<file path="config.mk">
export PLATFORM = sky130hd
export DESIGN_NAME = sdc_socket_dma_ctrl
export DESIGN_NICKNAME = d
export VERILOG_FILES = /design/src/sdc_pkg.sv /design/src/sdc_socket_dma_ctrl.sv /design/src/sdc_sync2.sv
export SDC_FILE = /design/constraint.sdc
export NUM_CORES = 1
export LEC_CHECK = 0
export ABC_AREA = 1
export BUFFER_PORTS_ARGS = -buffer_cell sky130_fd_sc_hd__buf_2
export CORE_MARGIN = 4
export CORE_UTILIZATION = 54
export CTS_CLUSTER_SIZE = 30
export DETAILED_ROUTE_END_ITERATION = 16
export GPL_TIMING_DRIVEN = 0
export PLACE_DENSITY = 0.77
export SYNTH_ARGS = -nofsm -noshare
export SYNTH_HDL_FRONTEND = slang
export SYNTH_SLANG_ARGS = --single-unit
</file>
<file path="constraint.sdc">
create_clock -name clock_i -period 2.35 [get_ports clock_i]
set_clock_uncertainty 0.1 [all_clocks]
set_input_delay 0.1175 -clock clock_i [delete_from_list [all_inputs] [get_ports clock_i]]
set_output_delay 0.1175 -clock clock_i [all_outputs]
set_load 0.05 [all_outputs]
</file>
<file path="src/sdc_pkg.sv">
// Package with register map, field layout and types of the socket DMA slave control block
package sdc_pkg;

  // ----------------------------------------------------------------
  // Register offsets
  // ----------------------------------------------------------------
  localparam logic [3:0] SDC_OFF_ADDR = 4'h0;
  localparam logic [3:0] SDC_OFF_COUNT = 4'h4;
  localparam logic [3:0] SDC_OFF_STATUS = 4'h8;
  localparam logic [3:0] SDC_OFF_SW_REQ = 4'h9;
  localparam logic [3:0] SDC_OFF_MODE = 4'hB;
  localparam logic [3:0] SDC_OFF_CLEAR = 4'hD;
  localparam logic [3:0] SDC_OFF_MASK = 4'hF;

  // ----------------------------------------------------------------
  // Field positions and reset values
  // ----------------------------------------------------------------
  localparam int SDC_MODE_SEL_HI = 7;
  localparam int SDC_MODE_SEL_LO = 6;
  localparam int SDC_MODE_DIR_BIT = 5;
  localparam int SDC_MODE_AUTO_BIT = 4;
  localparam int SDC_MODE_TYPE_HI = 3;
  localparam int SDC_MODE_TYPE_LO = 2;
  localparam int SDC_MASK_BIT = 0;
  localparam int SDC_STAT_REQ_LO = 4;
  localparam logic [7:0] SDC_MODE_RESET = 8'h00;
  localparam logic SDC_MASK_RESET = 1'b1;
  localparam logic [15:0] SDC_COUNT_STEP8 = 16'h0001;
  localparam logic [15:0] SDC_COUNT_STEP16 = 16'h0002;

  // ----------------------------------------------------------------
  // Types
  // ----------------------------------------------------------------
  typedef enum logic [1:0] {
    SDC_MODE_DEMAND = 2'b00,
    SDC_MODE_SINGLE = 2'b01,
    SDC_MODE_BLOCK = 2'b10,
    SDC_MODE_RSVD = 2'b11
  } sdc_xfer_mode_e;

  typedef enum logic [1:0] {
    SDC_TYPE_NONE = 2'b00,
    SDC_TYPE_MEM_WRITE = 2'b01,
    SDC_TYPE_MEM_READ = 2'b10,
    SDC_TYPE_RSVD = 2'b11
  } sdc_xfer_type_e;

  typedef enum logic [1:0] {
    SDC_ST_IDLE = 2'b00,
    SDC_ST_XFER = 2'b01,
    SDC_ST_DONE = 2'b10
  } sdc_state_e;

  typedef struct packed {
    sdc_xfer_mode_e transfer_mode_select;
    logic address_direction;
    logic auto_reload_enable;
    sdc_xfer_type_e transfer_direction_type;
  } sdc_mode_s;

  typedef struct packed {
    logic [3:0] addr;
    logic [7:0] wdata;
    logic wr;
    logic rd;
  } sdc_bus_s;

endpackage

</file>
<file path="src/sdc_socket_dma_ctrl.sv">
// Control, mode and mask logic of a single-channel socket distributed DMA slave
// Summary of operation
// - Any write to the request register sets a software request; it starts transfers in block mode only.
// - Mode bits 7:6 select demand, single, block or reserved mode.
// - Mode bit 5 chooses address increment (0) or decrement (1).
// - Mode bit 4 enables auto-initialisation when set.
// - Mode bits 3:2 select none, memory write, memory read or reserved.
// - Mode bits 1:0 read as zero.
// - A master clear write resets the sequencer and the mode, mask, request, address, count and terminal count registers.
// - Mask bit 0 set ignores card requests; clear services them.
// - Card removal sets the mask bit automatically.
// - Mask bits 7:1 read as zero; only bit 0 works.
// - Request, mode, master clear and mask registers sit at 09h, 0Bh, 0Dh and 0Fh from the base.
// - Count drops by one per 8-bit transfer, two per 16-bit transfer.
// - Terminal count bits set at terminal count, clear on read or reset.
`timescale 1ns/1ps
module sdc_socket_dma_ctrl (
  input wire logic clock_i,
  input wire logic sys_rst_i,
  input wire sdc_pkg::sdc_bus_s bus_i,
  output logic [7:0] rdata_o,
  input wire logic card_dma_request_i,
  input wire logic card_present_i,
  input wire logic xfer_done_i,
  input wire logic wide_xfer_i,
  output logic service_req_o,
  output logic block_active_o,
  output logic [15:0] current_addr_o,
  output sdc_pkg::sdc_mode_s mode_o,
  output logic terminal_count_o
);
  import sdc_pkg::*;

  // ----------------------------------------------------------------
  // Pin synchronisation
  // ----------------------------------------------------------------
  logic req_sync;
  logic present_sync;

  sdc_sync2 u_req_sync (
    .clock_i(clock_i),
    .sys_rst_i(sys_rst_i),
    .async_i(card_dma_request_i),
    .sync_o(req_sync)
  );

  sdc_sync2 u_present_sync (
    .clock_i(clock_i),
    .sys_rst_i(sys_rst_i),
    .async_i(card_present_i),
    .sync_o(present_sync)
  );

  // ----------------------------------------------------------------
  // Address decode
  // ----------------------------------------------------------------
  wire wr_addr_lo = bus_i.wr && (bus_i.addr == SDC_OFF_ADDR);
  wire wr_addr_hi = bus_i.wr && (bus_i.addr == (SDC_OFF_ADDR + 4'h1));
  wire wr_cnt_lo = bus_i.wr && (bus_i.addr == SDC_OFF_COUNT);
  wire wr_cnt_hi = bus_i.wr && (bus_i.addr == (SDC_OFF_COUNT + 4'h1));
  wire wr_sw_req = bus_i.wr && (bus_i.addr == SDC_OFF_SW_REQ);
  wire wr_mode = bus_i.wr && (bus_i.addr == SDC_OFF_MODE);
  wire wr_clear = bus_i.wr && (bus_i.addr == SDC_OFF_CLEAR);
  wire wr_mask = bus_i.wr && (bus_i.addr == SDC_OFF_MASK);
  wire rd_status = bus_i.rd && (bus_i.addr == SDC_OFF_STATUS);

  // Master clear acts like the system reset for every register but present_d_ff, rdata_ff and the synchronisers
  wire soft_rst = sys_rst_i || wr_clear;

  // ----------------------------------------------------------------
  // Registers
  // ----------------------------------------------------------------
  sdc_mode_s mode_ff;
  logic mask_ff;
  logic sw_req_ff;
  logic tc_ff;
  logic present_d_ff;
  logic [15:0] base_addr_ff;
  logic [15:0] cur_addr_ff;
  logic [15:0] base_cnt_ff;
  logic [15:0] cur_cnt_ff;
  logic [7:0] rdata_ff;
  sdc_state_e state_ff;
  sdc_state_e nxt_state;

  wire card_removed = present_d_ff && !present_sync;
  wire block_mode = (mode_ff.transfer_mode_select == SDC_MODE_BLOCK);
  wire type_valid = (mode_ff.transfer_direction_type == SDC_TYPE_MEM_WRITE) ||
                    (mode_ff.transfer_direction_type == SDC_TYPE_MEM_READ);
  wire mode_valid = (mode_ff.transfer_mode_select != SDC_MODE_RSVD);
  wire card_req = req_sync && !mask_ff;
  // Software requests only count in block mode
  wire sw_req_ok = sw_req_ff && block_mode;
  wire start_req = (card_req || sw_req_ok) && type_valid && mode_valid;
  wire xfer_step = (state_ff == SDC_ST_XFER) && xfer_done_i;
  wire [15:0] cnt_step = wide_xfer_i ? SDC_COUNT_STEP16 : SDC_COUNT_STEP8;
  wire last_xfer = (cur_cnt_ff <= cnt_step);
  wire reach_tc = xfer_step && last_xfer;
  // Demand mode keeps going while the card holds its request
  wire keep_going = block_mode ||
                    ((mode_ff.transfer_mode_select == SDC_MODE_DEMAND) && card_req);
  wire [15:0] addr_next = mode_ff.address_direction ?
                          (cur_addr_ff - 16'h0001) : (cur_addr_ff + 16'h0001);

  // ----------------------------------------------------------------
  // Transfer sequencer
  // ----------------------------------------------------------------
  always_comb begin
    nxt_state = state_ff;
    case (state_ff)
      SDC_ST_IDLE: begin
        if (start_req) begin
          nxt_state = SDC_ST_XFER;
        end
      end
      SDC_ST_XFER: begin
        if (reach_tc) begin
          nxt_state = SDC_ST_DONE;
        end else if (xfer_step && !keep_going) begin
          nxt_state = SDC_ST_IDLE;
        end
      end
      SDC_ST_DONE: begin
        nxt_state = SDC_ST_IDLE;
      end
      default: begin
        nxt_state = SDC_ST_IDLE;
      end
    endcase
  end

  always_ff @(posedge clock_i) begin
    if (soft_rst) begin
      state_ff <= SDC_ST_IDLE;
    end else begin
      state_ff <= nxt_state;
    end
  end

  // ----------------------------------------------------------------
  // Mode, mask and software request
  // ----------------------------------------------------------------
  always_ff @(posedge clock_i) begin
    if (soft_rst) begin
      mode_ff <= sdc_mode_s'(SDC_MODE_RESET[SDC_MODE_SEL_HI:SDC_MODE_TYPE_LO]);
    end else if (wr_mode) begin
      mode_ff <= sdc_mode_s'(bus_i.wdata[SDC_MODE_SEL_HI:SDC_MODE_TYPE_LO]);
    end
  end

  always_ff @(posedge clock_i) begin
    if (soft_rst) begin
      mask_ff <= SDC_MASK_RESET;
    end else if (card_removed) begin
      mask_ff <= 1'b1;
    end else if (wr_mask) begin
      mask_ff <= bus_i.wdata[SDC_MASK_BIT];
    end
  end

  always_ff @(posedge clock_i) begin
    if (soft_rst) begin
      sw_req_ff <= 1'b0;
    end else if (wr_sw_req) begin
      sw_req_ff <= 1'b1;
    end else if (state_ff == SDC_ST_DONE) begin
      sw_req_ff <= 1'b0;
    end
  end

  always_ff @(posedge clock_i) begin
    if (sys_rst_i) begin
      present_d_ff <= 1'b0;
    end else begin
      present_d_ff <= present_sync;
    end
  end

  // ----------------------------------------------------------------
  // Address and count
  // ----------------------------------------------------------------
  always_ff @(posedge clock_i) begin
    if (soft_rst) begin
      base_addr_ff <= 16'h0000;
      cur_addr_ff <= 16'h0000;
    end else if (wr_addr_lo) begin
      base_addr_ff[7:0] <= bus_i.wdata;
      cur_addr_ff[7:0] <= bus_i.wdata;
    end else if (wr_addr_hi) begin
      base_addr_ff[15:8] <= bus_i.wdata;
      cur_addr_ff[15:8] <= bus_i.wdata;
    end else if (reach_tc && mode_ff.auto_reload_enable) begin
      cur_addr_ff <= base_addr_ff;
    end else if (xfer_step) begin
      cur_addr_ff <= addr_next;
    end
  end

  always_ff @(posedge clock_i) begin
    if (soft_rst) begin
      base_cnt_ff <= 16'h0000;
      cur_cnt_ff <= 16'h0000;
    end else if (wr_cnt_lo) begin
      base_cnt_ff[7:0] <= bus_i.wdata;
      cur_cnt_ff[7:0] <= bus_i.wdata;
    end else if (wr_cnt_hi) begin
      base_cnt_ff[15:8] <= bus_i.wdata;
      cur_cnt_ff[15:8] <= bus_i.wdata;
    end else if (reach_tc && mode_ff.auto_reload_enable) begin
      cur_cnt_ff <= base_cnt_ff;
    end else if (reach_tc) begin
      cur_cnt_ff <= 16'h0000;
    end else if (xfer_step) begin
      cur_cnt_ff <= cur_cnt_ff - cnt_step;
    end
  end

  // ----------------------------------------------------------------
  // Terminal count status, set wins over read clear
  // ----------------------------------------------------------------
  always_ff @(posedge clock_i) begin
    if (soft_rst) begin
      tc_ff <= 1'b0;
    end else if (reach_tc) begin
      tc_ff <= 1'b1;
    end else if (rd_status) begin
      tc_ff <= 1'b0;
    end
  end

  // ----------------------------------------------------------------
  // Read data
  // ----------------------------------------------------------------
  logic [7:0] rd_mux;
  always_comb begin
    rd_mux = 8'h00;
    case (bus_i.addr)
      SDC_OFF_ADDR: rd_mux = cur_addr_ff[7:0];
      4'h1: rd_mux = cur_addr_ff[15:8];
      SDC_OFF_COUNT: rd_mux = cur_cnt_ff[7:0];
      4'h5: rd_mux = cur_cnt_ff[15:8];
      SDC_OFF_STATUS: rd_mux = {{4{req_sync}}, {4{tc_ff}}};
      SDC_OFF_MODE: rd_mux = {mode_ff, 2'b00};
      SDC_OFF_MASK: rd_mux = {7'h00, mask_ff};
      default: rd_mux = 8'h00;
    endcase
  end

  always_ff @(posedge clock_i) begin
    if (sys_rst_i) begin
      rdata_ff <= 8'h00;
    end else if (bus_i.rd) begin
      rdata_ff <= rd_mux;
    end else begin
      rdata_ff <= 8'h00;
    end
  end

  // ----------------------------------------------------------------
  // Outputs
  // ----------------------------------------------------------------
  assign rdata_o = rdata_ff;
  assign service_req_o = (state_ff == SDC_ST_XFER);
  assign block_active_o = (state_ff == SDC_ST_XFER) && block_mode;
  assign current_addr_o = cur_addr_ff;
  assign mode_o = mode_ff;
  assign terminal_count_o = tc_ff;
endmodule

</file>
<file path="src/sdc_sync2.sv">
// Two flip-flop synchroniser for one pin-level signal
`timescale 1ns/1ps
module sdc_sync2 (
  input wire logic clock_i,
  input wire logic sys_rst_i,
  input wire logic async_i,
  output logic sync_o
);
  logic meta_ff;
  logic sync_ff;

  always_ff @(posedge clock_i) begin
    if (sys_rst_i) begin
      meta_ff <= 1'b0;
      sync_ff <= 1'b0;
    end else begin
      meta_ff <= async_i;
      sync_ff <= meta_ff;
    end
  end

  assign sync_o = sync_ff;
endmodule

</file>
== Yosys cells after proc, flatten, opt, wreduce, memory -nomap -nowiden ==
Cells that the tools add are included.

* Flip-flop bits (word level): 88
* Bits of input ports: 20
* Output and inout bits: 33
* Word-level logic and storage cells: 114

* $add $sub $neg: 3
* Magnitude comparators: 1
* Eq/ne operators: 18
* Multiplexer cells: 22
* Bitwise logic cells: 3
* Reduce and logical (&&, ||, !) cells: 45

{| class="wikitable"
|+ Operator list
! operator !! count
|-
| $mux W16 || 6
|-
| $pmux W8 S7 || 1
|-
| $mux W8 || 6
|-
| $eq A4 B4 Y1 const B || 5
|-
| $logic_and A1 B1 Y1 || 20
|-
| $add A16 B1 Y16 const B || 1
|-
| $le A16 B2 Y1 || 1
|-
| $sub A16 B1 Y16 const B || 1
|-
| $sub A16 B2 Y16 || 1
|-
| $reduce_and A2 Y1 || 7
|-
| $eq A4 B3 Y1 const B || 2
|-
| $mux W2 || 4
|-
| $ne A2 B2 Y1 const B || 4
|-
| $reduce_bool A4 Y1 || 2
|-
| $eq A2 B2 Y1 const B || 3
|-
| $reduce_bool A3 Y1 || 2
|-
| $eq A2 B1 Y1 const B || 2
|-
| $eq A4 B1 Y1 const B || 1
|-
| $logic_not A2 Y1 || 2
|-
| $logic_not A4 Y1 || 1
|-
| $logic_or A1 B1 Y1 || 4
|-
| $mux W1 || 4
|-
| $pmux W2 S2 || 1
|-
| $reduce_bool A2 Y1 || 2
|-
| other kinds (4) || 9
|}

== Longest topological paths before layout ==
* Word-level depth: 9
* Gate-level depth with buffers: 14
* Depth with buffers taken out: 14

== Cells and area by module ==
From an unflattened synthesis, not the netlist that was laid out.

* Cells, all modules: 852
* Area, all modules: 5397.7 um2

{| class="wikitable"
|+ Modules (own cells, without submodules)
! module !! instances !! cells each !! area each (um2) !! seq. area each (um2)
|-
| sdc_socket_dma_ctrl || 1 || 840 || 5287.6 || 1681.6
|-
| sdc_sync2 || 2 || 6 || 55.1 || 40.0
|}

== Worst setup path before layout ==
Ideal clock, no wire load.

* Kind: reg2reg
* Start: reg mode_ff, in the netlist mode_o[3]
* End: reg cur_addr_ff[15], in the netlist current_addr_o[15]
* Data arrival time: 2.142 ns
* Required time: 2.130 ns
* Slack: -0.012 ns
* Stages on the path, launching flop included: 11
* Buffers on the path: 0
* Cells stage by stage: dfxtp_1 ha_1 or2_2 nand3_1 nand2_1 nand2_1 nand2_1 nand2_1 nand3_1 nand2_1 a21oi_1

* Longest elaborated chain between the ends: 4

{| class="wikitable"
|+ RTL lines
! item !! line !! RTL
|-
| start, declared || sdc_socket_dma_ctrl.sv:73 || <nowiki>sdc_mode_s mode_ff;</nowiki>
|-
| start signal, assigned || sdc_socket_dma_ctrl.sv:145 || <nowiki>mode_ff <= sdc_mode_s'(SDC_MODE_RESET[SDC_MODE_SEL_HI:SDC_MODE_TYPE_LO]);</nowiki>
|-
| start signal, assigned || sdc_socket_dma_ctrl.sv:147 || <nowiki>mode_ff <= sdc_mode_s'(bus_i.wdata[SDC_MODE_SEL_HI:SDC_MODE_TYPE_LO]);</nowiki>
|-
| $mux W16 || sdc_socket_dma_ctrl.sv:102 || <nowiki>wire [15:0] addr_next = mode_ff.address_direction ?</nowiki>
|-
| $mux W16 || sdc_socket_dma_ctrl.sv:194 || <nowiki>end else if (xfer_step) begin</nowiki>
|-
| $mux W16 || sdc_socket_dma_ctrl.sv:192 || <nowiki>end else if (reach_tc && mode_ff.auto_reload_enable) begin</nowiki>
|-
| $mux W8 || sdc_socket_dma_ctrl.sv:189 || <nowiki>end else if (wr_addr_hi) begin</nowiki>
|-
| end signal, assigned || sdc_socket_dma_ctrl.sv:191 || <nowiki>cur_addr_ff[15:8] <= bus_i.wdata;</nowiki>
|-
| end signal, assigned || sdc_socket_dma_ctrl.sv:193 || <nowiki>cur_addr_ff <= base_addr_ff;</nowiki>
|-
| end signal, assigned || sdc_socket_dma_ctrl.sv:195 || <nowiki>cur_addr_ff <= addr_next;</nowiki>
|-
| end, declared || sdc_socket_dma_ctrl.sv:79 || <nowiki>logic [15:0] cur_addr_ff;</nowiki>
|}

Every way passes these cells. The select of a mux whose other input is x is not followed.
A chain may end at the register's enable or synchronous reset.

== Worst setup path in the final report ==
* Start: reg cur_cnt_ff[0]
* End: reg cur_addr_ff[0], in the netlist current_addr_o[0]

* Longest elaborated chain between the ends: 6

{| class="wikitable"
|+ RTL lines
! item !! line !! RTL
|-
| start, declared || sdc_socket_dma_ctrl.sv:81 || <nowiki>logic [15:0] cur_cnt_ff;</nowiki>
|-
| start signal, assigned || sdc_socket_dma_ctrl.sv:205 || <nowiki>cur_cnt_ff[7:0] <= bus_i.wdata;</nowiki>
|-
| start signal, assigned || sdc_socket_dma_ctrl.sv:210 || <nowiki>cur_cnt_ff <= base_cnt_ff;</nowiki>
|-
| start signal, assigned || sdc_socket_dma_ctrl.sv:214 || <nowiki>cur_cnt_ff <= cur_cnt_ff - cnt_step;</nowiki>
|-
| $le A16 B2 Y1 (*) || sdc_socket_dma_ctrl.sv:97 || <nowiki>wire last_xfer = (cur_cnt_ff <= cnt_step);</nowiki>
|-
| $logic_and A1 B1 Y1 (*) || sdc_socket_dma_ctrl.sv:98 || <nowiki>wire reach_tc = xfer_step && last_xfer;</nowiki>
|-
| $logic_and A1 B1 Y1 (*) || sdc_socket_dma_ctrl.sv:192 ||
|-
| $mux W16 || sdc_socket_dma_ctrl.sv:192 ||
|-
| $mux W8 || sdc_socket_dma_ctrl.sv:189 ||
|-
| $mux W8 || sdc_socket_dma_ctrl.sv:186 || <nowiki>end else if (wr_addr_lo) begin</nowiki>
|-
| end signal, assigned || sdc_socket_dma_ctrl.sv:188 || <nowiki>cur_addr_ff[7:0] <= bus_i.wdata;</nowiki>
|-
| end signal, assigned || sdc_socket_dma_ctrl.sv:193 ||
|-
| end signal, assigned || sdc_socket_dma_ctrl.sv:195 ||
|}

Mark *: on every way between the ends. The rest lies on a longest branch, timed or not. The select of a mux whose other input is x is not followed.

==> results.py <==
metrics = {
    "floorplan": {
        "start_util": 0.5522,
        "rows": 36,
        "core_um2": 9774,
        "die-width_um": 108.0,
        "die_h_um": 108.0,
        "ioPinCount": 53,
        "dieArea_um2": 11660,
    },
    "setup_path": {
        "cp_max_fo": 6,
        "worstPathRequired_ns": 2.53,
        "critical_path_arrival_ns": 2.52,
        "cp.depth": 13,
        "crit_buf_inv": 5,
        "crit_path_cell_trace": "inv_2, ha_4, inv_2, fa_2, inv_2, nand2_4, a21oi_4, buf_12, nand3_4, buf_12, or2_2, nand2_2, a21oi_2",
        "slowest_delay_ns": 0.35,
        "end_kind": "flop",
        "rr_worst_depth": 13,
        "worstSetupPathType": "reg2reg",
        "cp_top_family": "buffers and inverters",
        "cp-start-kind": "flop",
        "cp_common_cell": "inv_2",
        "crit_slowest_cell": "fa_2",
    },
    "finish": {
        "fin_cells": 1080,
        "final_cell_mix": "nand2_1 (190), inv_1 (136), nor2_1 (111), a21oi_1 (89), dfxtp_1 (86)",
        "diodes": 0,
        "drive_gt1_frac": 0.1573,
        "final_common_cell": "nand2_1",
        "nets": 980,
        "synthToLayoutAreaGrowth_pct": 19.84,
    },
    "synth": {
        "synth_top_area_cell": "dfxtp_1",
        "netlist_area_um2": 5398,
        "ys_ff_latch": 88,
        "synth_seq_area_share": 0.3264,
        "ys_warn_count": 0,
        "synthFlopType": "dfxtp_1",
        "postSynthAreaPerCell_um2": 6.343,
        "ys_async_sr_fraction": 0,
        "synth_edf_count": 0,
        "ys_top_cells_by_area": "dfxtp_1 (33%), nand2_1 (13%), inv_1 (9.7%), a21oi_1 (8.6%), nor2_1 (7.7%)",
        "syn_nets": 889,
        "yosysTopAreaCellShare": 0.3264,
        "netlist_instances": 851,
        "yosysUniqueCellTypes": 35,
    },
    "placed_design": {
        "hpwl_um": 12010,
        "gp_congestion": 0.9783,
        "port_buffers": 52,
        "dpl.cell_count": 1036,
    },
    "clocking": {
        "cts_root_buf": "clkbuf_8",
        "cts_buffers": 9,
        "clock_path_buffers": 2,
        "cts.sink_count": 88,
        "clk_pin_slew_ns": 0.10,
        "clock_latency_ns": 0.38,
        "cts_tree": "done",
        "htreeDepth": 3,
    },
    "route": {
        "drt_wl_total_um": 16640,
        "wl_per_cell_um": 15.41,
        "drc_errors": 0,
        "drtIter0Drc": 577,
        "post_drt_via_cell_ratio": 5.466,
        "antenna_left": 0,
        "via_count": 5903,
        "dr.pass1.iters": 6,
    },
    "sta": {
        "tns_ns": 0,
        "rsz0062_at_grt": "yes",
        "post-route-period-util": 0.9966,
        "fmax_mhz": 427.0,
        "slew_headroom": 0.5281,
        "holdWs_ns": 0.02980,
        "finalCriticalPeriod_ns": 2.342,
        "slew_viol_final": 0,
        "setup_viol_count_final": 0,
        "hold_violations": 0,
        "tightest_slew_ns": 0.7078,
    },
    "power_and_ir_drop": {
        "p_leak_uw": 0.003057,
        "vdd_drop_max_v": 0.0004857,
        "power_density_nw_per_um2": 475.4,
    },
    "global_routing": {
        "overflow": 0,
        "track_usage": 0.2897,
        "grt_max_degree": 19,
        "antenna_found_initial": 0,
        "grt_pass1_vias": 5296,
        "grt_pass1_wl_um": 26230,
    },
    "outcome": {
        "status": "finished, final reports clean",
    },
    "min_path": {
        "min_path_type": "in2reg",
        "min_path_cells": 4,
    },
    "job": {
        "max_cap_violations": 0,
    },
}
[flip-flops by register name (all words and copies together) (netlist names), 2 cells and up]
signal	cells
base_addr_ff	16
base_cnt_ff	16
cur_cnt_ff	16
current_addr_o	16
mode_o	6
rdata_o	8
state_ff	2
[final cells by class]
| class | instances | area [um^2] |
|---|---|---|
| inverter | 146 | 548.0 |
| clock buffer | 9 | 123.9 |
| buffer | 18 | 97.59 |
| sequential | 88 | 1767 |
| timing repair buffer | 80 | 585.6 |
| multi-input combinational | 599 | 3103 |
| tap | 133 | 166.4 |
| fill | 911 | 3306 |
| clock inverter | 7 | 77.57 |
[what timing repair did]
action | in CTS | in global routing
hold endpoints to repair | 21 | 0
gates resized for setup | 14 | 23
buffers inserted | 5 | 6
gates cloned | 2 | 0
setup endpoints to repair | 32 | 28
pin swaps | 2 | 10
hold buffers | 15 | 0
[worst paths after layout]
| path | slack [ns] | start | end |
|---|---|---|---|
| max | 0.008 | cur_cnt_ff[0] | current_addr_o[0] |
| min | 0.03 | xfer_done_i | state_ff[0] |
| max reg2reg | 0.008 | cur_cnt_ff[0] | current_addr_o[0] |
| min reg2reg | 0.31 | u_present_sync.meta_ff | u_present_sync.sync_o |
[routing by layer]
metal / share of wire / routed length (um) / track usage
met5: 0 / 0 / 0
met4: 0.032 / 533 / 0.1172
met3: 0.073 / 1215 / 0.05015
met2: 0.47 / 7769 / 0.4667
met1: 0.43 / 7124 / 0.3861
[kinds of logic (layout without fill, tap and decap cells)]
kind of cell               count (synthesis)  after routing  share of synthesized area
and+or+nand+nor                          387            387                     0.3037
AOI/OAI and AO/OA                        177            177                     0.1796
buffers and inverters                    164            260                     0.1182
DFF                                       88             88                     0.3264
adders and majority gates                 18             18                    0.04451
xor gates and xnor gates                  17             17                    0.02758
[where the power goes]
part           internal (uW)  total (uW)  switching [uW]
sequential              1510        1540            25.2
clock                    503        1100             599
combinational            155         434             278
[cell usage after synthesis, drive strengths merged, types with 4 or more instances]
cell / number
dfxtp: 88
nand4: 13
or2: 4
buf: 8
nand2: 199
inv: 146
xor2: 10
o21ai: 65
nor3: 10
ha: 16
nand3: 41
a21oi: 98
clkbuf: 10
xnor2: 7
nor2: 119
a41oi: 5
[through the flow]
step | area [um^2] | setup WS, ns | utilization | total power, uW
after floorplan | 5399 | 0.1722 | - | 1825
after detailed placement | 5826 | -0.2844 | 0.5960 | 1939
after global placement | 5826 | -0.2975 | 0.5960 | 1935
final | 6469 | 0.007937 | 0.6618 | 3075
after global routing | 6469 | -0.04631 | 0.6618 | 3180
after CTS | 6329 | 0.02232 | 0.6475 | 3063
[tightest hold or removal path, stage by stage]
cell and delay (ns):
buf_2 0.09, a21oi_1 0.06, o21ai_0 0.14, a21oi_1 0.06
No activity file was read; power rests on OpenSTA's default activity.
